[src/hw/twi_wait_regs.vh]
`ifndef TWI_WAIT_REGS_VH
`define TWI_WAIT_REGS_VH
// ****************************************************************
// Register map and field layout of the wait and clock control register.
// ****************************************************************
`define WCC_ADDR 16'hff63
`define WCC_RESET 8'h00
`define WCC_WAIT_SEL_LO 0
`define WCC_WAIT_SEL_HI 1
`define WCC_WAIT_RELEASE 2
`define WCC_CLOCK_LEVEL_RELEASE 3
`define WCC_ADDRESS_MASK_SELECT 4
`define WCC_INTERRUPT_SOURCE_SELECT 5
`define WCC_CLOCK_PIN_LEVEL 6
`define WCC_WAIT_8 2'h2
`define WCC_WAIT_9 2'h3
`define WCC_BIT_COUNT_8 4'h8
`define WCC_BIT_COUNT_9 4'h9
`endif

[src/hw/twi_wait_ctrl.v]
`timescale 1ns/100ps
`include "twi_wait_regs.vh"
// Operation
// - Register accepts byte writes and single-bit writes through a bit mask.
// - Reset clears the register; bit 7 always reads zero.
// - Wait select 00 raises interrupt at 8th clock rise; clock stays released.
// - Wait select 10 interrupts at 8th rise, then holds clock low.
// - Wait select 11 interrupts at 9th rise, then holds clock low.
// - Writing wait release ends the wait, then the bit self-clears.
// - Clock level bit zero and idle drives the clock pin low, except in wait select 00.
// - Clock level bit one and idle releases the clock pin high.
// - Address mask select compares bits 0-7 or only bits 1-7.
// - Interrupt source select adds stop detection as an interrupt cause.
// - Clock pin level bit reports pin level, zero when disabled.
// - Start trigger drops data while clock high; start detection sets flag.
// - Stop trigger raises data while clock high; detection sets stop flag.
// - Receiver holds data low one clock as acknowledge; detection flags it.
// - Slave holds clock low as wait for 1x; no flag changes.
// - First byte after start carries 7-bit address; completion sets interrupt.
// - Direction bit follows the address.
// - Later bytes are 8-bit data; completion sets interrupt flag.
// - Transmit MSB first, next bit after each rising edge; sample on rising edges.
module twi_wait_ctrl #(
    parameter DATA_W = 8
) (
    input wire clk_in,
    input wire nrst_in,
    input wire [15:0] addr_in,
    input wire wr_in,
    input wire [7:0] wr_mask_in,
    input wire [7:0] wr_data_in,
    output reg [7:0] rd_data_out,
    input wire channel_enable_in,
    input wire wakeup_enable_in,
    input wire start_trigger_in,
    input wire stop_trigger_in,
    input wire ack_trigger_in,
    input wire ack_auto_enable_in,
    input wire tx_enable_in,
    input wire [DATA_W-1:0] slave_address_reg_in,
    input wire shift_load_in,
    input wire [DATA_W-1:0] shift_data_in,
    output reg [DATA_W-1:0] shift_reg_out,
    output reg channel_irq_out,
    output reg start_detected_out,
    output reg stop_detected_out,
    output reg ack_detected_out,
    output reg address_match_out,
    output reg busy_out,
    input wire scl_in,
    output reg scl_out,
    output reg scl_oe_out,
    input wire sda_in,
    output reg sda_out,
    output reg sda_oe_out
);
    // ****************************************************************
    // Control register.
    // ****************************************************************
    reg [1:0] wait_sel_reg;
    reg wait_release_reg;
    reg clock_level_release_reg;
    reg address_mask_select_reg;
    reg interrupt_source_select_reg;
    reg waiting_reg;
    reg [3:0] bit_cnt_reg;
    reg first_byte_reg;
    reg ack_phase_reg;
    reg pend_start_reg;
    reg pend_stop_reg;
    reg pend_ack_reg;
    reg sda_drive_low_reg;
    reg [7:0] view_comb;

    wire scl_lvl;
    wire scl_rise;
    wire scl_fall;
    wire sda_lvl;
    wire sda_rise;
    wire sda_fall;
    wire sel_hit;
    wire [7:0] merged;
    wire [3:0] irq_count;
    wire byte_end;
    wire start_cond;
    wire stop_cond;
    wire [DATA_W-1:0] cmp_mask;

    line_sync scl_sync (
        .clk_in(clk_in),
        .nrst_in(nrst_in),
        .line_in(scl_in),
        .level_out(scl_lvl),
        .rise_out(scl_rise),
        .fall_out(scl_fall)
    );

    line_sync sda_sync (
        .clk_in(clk_in),
        .nrst_in(nrst_in),
        .line_in(sda_in),
        .level_out(sda_lvl),
        .rise_out(sda_rise),
        .fall_out(sda_fall)
    );

    assign sel_hit = wr_in && (addr_in == `WCC_ADDR);
    // Bits outside the mask keep their value, giving single-bit writes.
    assign merged = (wr_data_in & wr_mask_in) | (view_comb & ~wr_mask_in);

    // Current register image with the pin level folded in.
    // A process rather than a function, so the write merge follows every field change.
    always @* begin
        view_comb = 8'h00;
        view_comb[`WCC_WAIT_SEL_HI:`WCC_WAIT_SEL_LO] = wait_sel_reg;
        view_comb[`WCC_WAIT_RELEASE] = wait_release_reg;
        view_comb[`WCC_CLOCK_LEVEL_RELEASE] = clock_level_release_reg;
        view_comb[`WCC_ADDRESS_MASK_SELECT] = address_mask_select_reg;
        view_comb[`WCC_INTERRUPT_SOURCE_SELECT] = interrupt_source_select_reg;
        view_comb[`WCC_CLOCK_PIN_LEVEL] = scl_lvl & channel_enable_in;
    end

    // Interrupt edge: 9th rise only in 9-clock wait mode, else 8th.
    assign irq_count = (wait_sel_reg == `WCC_WAIT_9) ? `WCC_BIT_COUNT_9 : `WCC_BIT_COUNT_8;
    assign byte_end = busy_out && scl_rise && ((bit_cnt_reg + 4'h1) == irq_count);
    // Conditions are data edges while the clock is high.
    assign start_cond = sda_fall && scl_lvl;
    assign stop_cond = sda_rise && scl_lvl;
    // Bit 0 drops out of the compare when the mask select is set.
    assign cmp_mask = {{(DATA_W-1){1'b1}}, ~address_mask_select_reg};

    // ****************************************************************
    // Register writes and read-back.
    // ****************************************************************
    always @(posedge clk_in or negedge nrst_in) begin
        if (!nrst_in) begin
            wait_sel_reg <= 2'h0;
            wait_release_reg <= 1'b0;
            clock_level_release_reg <= 1'b0;
            address_mask_select_reg <= 1'b0;
            interrupt_source_select_reg <= 1'b0;
            rd_data_out <= `WCC_RESET;
        end else begin
            if (sel_hit) begin
                wait_sel_reg <= merged[`WCC_WAIT_SEL_HI:`WCC_WAIT_SEL_LO];
                clock_level_release_reg <= merged[`WCC_CLOCK_LEVEL_RELEASE];
                address_mask_select_reg <= merged[`WCC_ADDRESS_MASK_SELECT];
                interrupt_source_select_reg <= merged[`WCC_INTERRUPT_SOURCE_SELECT];
            end
            // Release is acted on in the next cycle, then reads zero.
            if (sel_hit && merged[`WCC_WAIT_RELEASE]) begin
                wait_release_reg <= 1'b1;
            end else if (wait_release_reg) begin
                wait_release_reg <= 1'b0;
            end
            rd_data_out <= view_comb;
        end
    end

    // ****************************************************************
    // Transfer engine: bit counting, shifting, flags and waits.
    // ****************************************************************
    always @(posedge clk_in or negedge nrst_in) begin
        if (!nrst_in) begin
            busy_out <= 1'b0;
            waiting_reg <= 1'b0;
            bit_cnt_reg <= 4'h0;
            first_byte_reg <= 1'b0;
            ack_phase_reg <= 1'b0;
            shift_reg_out <= {DATA_W{1'b0}};
            channel_irq_out <= 1'b0;
            start_detected_out <= 1'b0;
            stop_detected_out <= 1'b0;
            ack_detected_out <= 1'b0;
            address_match_out <= 1'b0;
            pend_start_reg <= 1'b0;
            pend_stop_reg <= 1'b0;
            pend_ack_reg <= 1'b0;
            sda_drive_low_reg <= 1'b0;
        end else if (!channel_enable_in) begin
            busy_out <= 1'b0;
            ack_phase_reg <= 1'b0;
            waiting_reg <= 1'b0;
            bit_cnt_reg <= 4'h0;
            channel_irq_out <= 1'b0;
            start_detected_out <= 1'b0;
            stop_detected_out <= 1'b0;
            ack_detected_out <= 1'b0;
            pend_start_reg <= 1'b0;
            pend_stop_reg <= 1'b0;
            pend_ack_reg <= 1'b0;
            sda_drive_low_reg <= 1'b0;
        end else begin
            channel_irq_out <= 1'b0;
            // Triggers drive the data latch; the master frames them with the clock.
            if (start_trigger_in) begin
                sda_drive_low_reg <= 1'b1;
            end else if (stop_trigger_in) begin
                sda_drive_low_reg <= 1'b0;
            end
            if (ack_trigger_in) begin
                pend_ack_reg <= 1'b1;
            end
            if (start_cond) begin
                start_detected_out <= 1'b1;
                first_byte_reg <= 1'b1;
                stop_detected_out <= 1'b0;
            end
            if (stop_cond) begin
                stop_detected_out <= 1'b1;
                start_detected_out <= 1'b0;
                busy_out <= 1'b0;
                waiting_reg <= 1'b0;
                // A stale acknowledge slot would pull data low at the next start.
                ack_phase_reg <= 1'b0;
                channel_irq_out <= interrupt_source_select_reg;
            end
            // A write to the shift register starts a transfer and clears the flags.
            if (shift_load_in) begin
                shift_reg_out <= shift_data_in;
                busy_out <= 1'b1;
                bit_cnt_reg <= 4'h0;
                start_detected_out <= 1'b0;
                stop_detected_out <= 1'b0;
                ack_detected_out <= 1'b0;
                waiting_reg <= 1'b0;
                ack_phase_reg <= 1'b0;
            end else if (busy_out && scl_rise && !stop_cond) begin
                // Sample on the rising edge, MSB arrives first.
                if (bit_cnt_reg < `WCC_BIT_COUNT_8) begin
                    shift_reg_out <= {shift_reg_out[DATA_W-2:0], sda_lvl};
                end else if (!sda_lvl) begin
                    ack_detected_out <= 1'b1;
                end
                bit_cnt_reg <= bit_cnt_reg + 4'h1;
                if (byte_end) begin
                    // End of address byte (7 bits + direction) or of a data byte.
                    channel_irq_out <= !wakeup_enable_in || !first_byte_reg ||
                        (((shift_reg_out[DATA_W-2:0] ^ slave_address_reg_in[DATA_W-1:1]) & cmp_mask[DATA_W-1:1])
                         == {(DATA_W-1){1'b0}});
                    if (wait_sel_reg[1]) begin
                        waiting_reg <= 1'b1;
                    end
                end
                if (bit_cnt_reg == `WCC_BIT_COUNT_8 - 4'h1) begin
                    address_match_out <= (((({shift_reg_out[DATA_W-2:0], sda_lvl}) ^ slave_address_reg_in)
                        & cmp_mask) == {DATA_W{1'b0}});
                    first_byte_reg <= 1'b0;
                    ack_phase_reg <= 1'b1;
                end
                if (bit_cnt_reg == `WCC_BIT_COUNT_9 - 4'h1) begin
                    busy_out <= 1'b0;
                    ack_phase_reg <= 1'b0;
                end
            end
            if (wait_release_reg) begin
                waiting_reg <= 1'b0;
            end
            if (busy_out && scl_fall) begin
                pend_ack_reg <= 1'b0;
            end
        end
    end

    // ****************************************************************
    // Pin drivers: open drain, so only a low is ever driven.
    // ****************************************************************
    always @(posedge clk_in or negedge nrst_in) begin
        if (!nrst_in) begin
            scl_out <= 1'b0;
            scl_oe_out <= 1'b0;
            sda_out <= 1'b0;
            sda_oe_out <= 1'b0;
        end else begin
            scl_out <= 1'b0;
            sda_out <= 1'b0;
            if (!channel_enable_in || wait_sel_reg == 2'h0) begin
                scl_oe_out <= 1'b0;
            end else if (waiting_reg) begin
                scl_oe_out <= 1'b1;
            end else if (!busy_out) begin
                scl_oe_out <= !clock_level_release_reg;
            end else begin
                scl_oe_out <= 1'b0;
            end
            // During a byte the MSB-first data bit drives low on zero, after the rising edge that shifts it up.
            if (!channel_enable_in) begin
                sda_oe_out <= 1'b0;
            end else if (busy_out && !ack_phase_reg) begin
                sda_oe_out <= tx_enable_in & ~shift_reg_out[DATA_W-1];
            end else if (ack_phase_reg) begin
                // The acknowledge starts only while the clock is low, so it never looks like a start.
                sda_oe_out <= (pend_ack_reg | ack_auto_enable_in) & (sda_oe_out | ~scl_lvl);
            end else begin
                sda_oe_out <= sda_drive_low_reg;
            end
        end
    end
endmodule

[src/hw/line_sync.v]
`timescale 1ns/100ps
// ****************************************************************
// Two-stage synchroniser with edge detection on the settled stage.
// ****************************************************************
module line_sync (
    input wire clk_in,
    input wire nrst_in,
    input wire line_in,
    output reg level_out,
    output wire rise_out,
    output wire fall_out
);
    reg meta_reg;
    reg prev_reg;

    // Lines idle high on an open-drain bus, so reset to one.
    always @(posedge clk_in or negedge nrst_in) begin
        if (!nrst_in) begin
            meta_reg <= 1'b1;
            level_out <= 1'b1;
            prev_reg <= 1'b1;
        end else begin
            meta_reg <= line_in;
            level_out <= meta_reg;
            prev_reg <= level_out;
        end
    end

    // Edges are taken only from the second stage.
    assign rise_out = level_out & ~prev_reg;
    assign fall_out = ~level_out & prev_reg;
endmodule

[config.mk]
export PLATFORM = sky130hd
export DESIGN_NAME = twi_wait_ctrl
export DESIGN_NICKNAME = d
export VERILOG_FILES = /design/src/hw/twi_wait_ctrl.v /design/src/hw/line_sync.v
export VERILOG_INCLUDE_DIRS = /design/src /design/src/hw
export SDC_FILE = /design/constraint.sdc
export NUM_CORES = 1
export LEC_CHECK = 0
export CORE_MARGIN = 8
export CORE_UTILIZATION = 62
export DETAILED_ROUTE_END_ITERATION = 6
export DONT_BUFFER_PORTS = 1
export PLACE_DENSITY = 0.89
export SLEW_MARGIN = 20
export SYNTH_ARGS = -nofsm -noshare
export SYNTH_HDL_FRONTEND = slang
export SYNTH_SLANG_ARGS = --single-unit
[constraint.sdc]
create_clock -name clk_in -period 4.72 [get_ports clk_in]
set_clock_uncertainty 0.1 [all_clocks]
set_input_delay 0.472 -clock clk_in [delete_from_list [all_inputs] [get_ports clk_in]]
set_output_delay 0.472 -clock clk_in [all_outputs]
set_load 0.005 [all_outputs]
## Word-level counts from Yosys, hierarchy flattened

Index checks and enable logic that the tools add are counted.

- Flip-flop bits (word level): 44
- Input bits: 61
- Output and inout port bits: 26
- Logic and storage cells: 149

- Add/sub/neg operators: 1
- Order comparisons: 1
- Equal/unequal tests: 11
- Mux-type cells: 60
- Bitwise logic cells: 23
- Reductions and logical operators: 26

Operator list:

| kind | count |
|---|---|
| 2-to-1 mux 1 bit | 54 |
| 2-to-1 mux 8 bit | 3 |
| == test 16 bit (second input constant) | 1 |
| AND 6 bit | 2 |
| 2-to-1 mux 4 bit | 3 |
| logical AND 1 bit | 9 |
| inequality test 3 x 1 -> 1 bit (second input constant) | 3 |
| AND 8 bit | 1 |
| zero test 8 bit | 1 |
| bitwise XOR 8 bit | 1 |
| AND 1 bit | 7 |
| zero test 7 bit | 1 |
| NOT 1 bit | 7 |
| bitwise XOR 7 bit | 1 |
| zero test 1 bit | 6 |
| inequality test 3 bit (second input constant) | 2 |
| NOT 6 bit | 1 |
| bitwise OR 6 bit | 1 |
| AND reduction 3 bit | 2 |
| adder 4 x 1 -> 4 bit (second input constant) | 1 |
| == test 4 x 3 -> 1 bit (second input constant) | 1 |
| == test 4 bit | 1 |
| == test 4 bit (second input constant) | 1 |
| less-than comparator 4 bit (second input constant) | 1 |
| other kinds (7) | 11 |

## Depth between registers and ports, before layout

- Word-level depth: 10
- Depth in mapped cells: 5
- Mapped depth without buffers: 5

## Hierarchy

From an unflattened synthesis, not the netlist that was laid out.

- Cells, all modules: 175
- Area total of the unflattened synthesis: 2058.2 um^2

By module, submodules not included:

| module | times used | cells each | area each (um^2) | sequential area each (um^2) |
|---|---|---|---|---|
| twi_wait_ctrl | 1 | 165 | 1870.5 | 950.9 |
| line_sync | 2 | 5 | 93.8 | 78.8 |

## Worst setup path before layout

No wires, ideal clock.

- Kind: input-to-reg
- Start point: in addr_in[3]
- End point: reg (tool-made name)
- Arrival time: 1.788 ns
- Slack: 2.705 ns
- Cell stages on the path: 4
- Cell sequence: or4b_4 nor4_4 nand3_1 mux2_1

RTL lines:

| what | line | RTL |
|---|---|---|
| from (decl) | twi_wait_ctrl.v:28 | `input wire [15:0] addr_in,` |

## Final worst setup path

- Start point: reg scl_sync.level_out
- End point: reg address_match_out

- Longest elaborated chain between the ends: 4
- Elaborated cells between the ends (all ways): 6
- Those cells by class: bitwise (1); reduce/logical (5)

Ends and longest elaborated chain:

| what | line | RTL |
|---|---|---|
| from (decl) | line_sync.v:9 | `output reg level_out,` |
| from (signal assigned) | line_sync.v:24 | `level_out <= meta_reg;` |
| AND 1 bit or logical AND 1 bit (tied branches) | line_sync.v:30, twi_wait_ctrl.v:128 |  |
| logical AND 1 bit or zero test 1 bit (tied branches) | twi_wait_ctrl.v:228 | `end else if (busy_out && scl_rise && !stop_cond) begin` |
| logical AND 1 bit (*) | twi_wait_ctrl.v:228 |  |
| AND reduction 4 bit (no line) (*) | - |  |
| to (signal assigned) | twi_wait_ctrl.v:246 | `address_match_out <= (((({shift_reg_out[DATA_W-2:0], sda_lvl}) ^ slave_address_reg_in)` |
| to (decl) | twi_wait_ctrl.v:48 | `output reg address_match_out,` |

Every way passes the cells marked *; elsewhere a longest branch is shown, timed or not.
A chain may end at the register's enable or synchronous reset.

==> results.md <==
- Maximum number of pins on one net before global-route repair: 45
- Vertical die dimension: 73.9 µm
- Post-Route WL: 4.41 mm
- Post-Synthesis Cell Area: 0.00208 mm²
- Setup repair after global routing missed its margin: false
- Count of TritonRoute iterations in the first routing pass: 5
- Gate count after technology mapping: 178
- Worst-skew pair later-pin latency: 350 ps
- Cts bufs inserted: 5
- Clock transition at the registers of the reported paths: 130 ps
- Destination of the worst register-to-register timing path: address_match_out$_DFFE_PN0P_
- Cell area reported after detailed placement: 0.00209 mm²
- Area growth from synthesis to layout: 6.21%
- Met1 Track Usage GR: 0.188
- Number of enable flip-flop cells after synthesis: 0
- Data required, critical path: 4870 ps
- Filler Cells Inserted: 262
- Number of antenna violations at the first check in global routing: 0
- Time the worst path needs with I/O delays and setup: 2140 ps
- Max-cap viol count: 0
- Avg WL per Cell: 19.3 µm
- Power dissipated by switching net loads: 186 µW
- Most frequent cells in the layout: 38 x dfrtp_1, 14 x nand2_1, 14 x mux2_1
- Status: complete, no violations
- Highest fanout seen on the critical path: 8
- Critical path endpoint category: flip-flop
- Met2 Use GR: 0.270
- Length in cells of the worst reg-to-reg path: 4
- Most Used Layer, Global Route: met2
- Number of port buffers: 0
- Setup-failing EPs final: 0
- Number of cells on the worst hold path: 1
- Post-route cell area: 0.00221 mm²
- Net total in the final layout: 244
- TritonCTS clock tree: built
- Number of synthesized register bits: 44
- Worst hold-check slack: 122 ps
- Routed via count: 1351
- Number of rows created at floorplan: 21
- Die Wd: 73.9 µm
- Leading post-synthesis cells by cell area: dfrtp_1 46%, dfstp_2 7.6%, mux2_1 7.6%
- Final hold violation count: 0
- Transition time of the tightest slew-check pin: 618 ps
- Worst min-delay path class: in -> reg
- Normalized max-slew margin: 0.585
- Hold EP: sda_drive_low_reg$_DFFE_PN0P_
- Number of distinct library cells after synthesis: 45
- Maximum buffer depth of the clock tree: 2
- Setup slack of the worst register-to-register path: 2580 ps
- Count of H-tree levels built during CTS: 2
- Initial Util: 0.632
- Overall die area: 0.00546 mm²
- Min-Delay Startpoint: channel_enable_in
- Core area: 0.00328 mm²
- Syn avg cell area: 11.7 µm²
- Cell at the root of the clock tree: clkbuf_4
- Post-placement worst setup slack: 2590 ps
- Antenna violation net count after detailed routing: 0
- Gpl congestion: 0.923
- Clock network fraction of design power: 0.270
- Global route total overflow: 0
- Wire length of the first global-routing pass: 7.05 mm
- Max Slew Vio Count: 0
- Worst Path Class, Setup: reg -> reg
- Overall Global Routing Usage: 0.170
- Arr. time, crit path: 2290 ps
- Share of cells above drive strength 1: 0.143
- Post-route DRC violation count: 0
- Share of the core filled with cells in the final layout: 0.672
- Setup slack of the critical path after layout: 2580 ps
- Final critical-path share of the clock period: 0.454
- Via count of the first global-routing pass: 1448
- Power share of the sequential group: 0.616
- Part of the total power dissipated in combinational logic: 0.114
- Library cell with the largest summed area after synthesis: dfrtp_1
- Setup repair bufs after CTS: 0
- Sum Neg Setup Slack: 0 ps
- Post-synth top area share: 0.458
- Leakage Power: 0.942 nW
- Switching fraction of total power: 0.263
- Count of warnings emitted by yosys: 0
- Most common cell after layout, fill and taps aside: dfrtp_1
- Startpoint of the worst register-to-register path: scl_sync.level_out$_DFF_PN1_
- P_int: 523 µW
- Power per Cell Area: 321 mW/mm²
- DR iter-0 viols: 97
- Most used flip-flop cell after synthesis: dfrtp_1
- Async set-reset flop share out of synthesis: 1.00
- Vias per std cell: 5.93
- Total half-perimeter wirelength after legalization and detailed placement: 3.41 mm
- Sequential cell area fraction in the yosys report: 0.534
- Startpoint types: flip-flop
- I/O pins: 87
- Sinks on the clock net: 44
- Worst ir drop on vdd: 239 µV
- GRT met3 Usage: 0.0859
- Diode count: 0
- Highest clock frequency the design can meet: 0.467 GHz
[stage by stage]
step,power [mW],instances
after global placement,0.510,216
after floorplan,0.500,180
after CTS,0.714,226
after detailed placement,0.516,216
after global routing,0.746,228
final,0.709,228
[logic make-up (layout without fill, tap and decap cells)]
kind of cell	Yosys count	after routing	share of synthesized area
XOR/XNOR	11	11	0.0464
AO/OA/AOI/OAI	26	26	0.0916
buffers and inverters	15	17	0.0337
AND/OR/NAND/NOR	57	57	0.162
flip-flops	44	44	0.534
multiplexers	22	22	0.119
adder cells (fa/ha/maj)	2	2	0.0120
other	1	3	0.00181
[power by group through the flow]
stage | logic [mW] | registers (mW) | clock network (mW)
2_1_floorplan | 0.0657 | 0.434 | 0
3_3_place_gp | 0.0675 | 0.442 | 0
3_5_place_dp | 0.0703 | 0.445 | 0
4_1_cts | 0.0806 | 0.438 | 0.195
5_1_grt | 0.0891 | 0.443 | 0.214
6_report | 0.0807 | 0.437 | 0.191
[metal layers]
metal,up-vias,part of all wire
met3,11,0.089
met1,654,0.38
li1,634,-
met5,-,0
met2,52,0.50
met4,0,0.024
[critical path, cell delays in order (launching register included)]
cell and delay [ps]:
dfstp_2 630, nand2_1 150, or3_1 440, nor4_4 380
mux2_1 350
[cell usage after synthesis (all sizes together) (3+ instances only)]
| cell | count |
|---|---|
| a21oi | 5 |
| buf | 5 |
| clkbuf | 5 |
| dfrtp | 38 |
| dfstp | 6 |
| inv | 5 |
| mux2 | 21 |
| nand2 | 14 |
| nand3 | 7 |
| nand4 | 3 |
| nor2 | 11 |
| nor2b | 5 |
| nor4 | 5 |
| o21a | 3 |
| o21ai | 4 |
| o311a | 3 |
| xnor2 | 10 |
[final cells by class]
type | instances | area [µm²] | area share
flip-flops and latches | 44 | 1110 | 0.503
well taps | 46 | 57.6 | 0.0261
repair buffers | 4 | 50.0 | 0.0227
multi-input cells | 121 | 906 | 0.411
clock inverters | 2 | 13.8 | 0.00624
clock buffers | 6 | 51.3 | 0.0233
inverters | 5 | 18.8 | 0.00851
[timing repair]
item | CTS | global route
hold buffers | 2 | 2
endpoints found under the hold margin | 44 | 2
gates resized for setup | 0 | 0
[worst max path at each step]
| stage | start | end | slack [ps] | cells after the start |
|---|---|---|---|---|
| after CTS | scl_sync.level_out$_DFF_PN1_ | address_match_out$_DFFE_PN0P_ | 2590 | 4 |
| after detailed placement | scl_sync.level_out$_DFF_PN1_ | address_match_out$_DFFE_PN0P_ | 2590 | 4 |
| after global routing | scl_sync.level_out$_DFF_PN1_ | address_match_out$_DFFE_PN0P_ | 2470 | 4 |
| after global placement | addr_in[3] | flip-flop | 2650 | 4 |
| after floorplan | addr_in[3] | flip-flop | 2700 | 4 |
| final | scl_sync.level_out$_DFF_PN1_ | address_match_out$_DFFE_PN0P_ | 2580 | 4 |
Note: power is estimated with default switching activity, not from simulation.
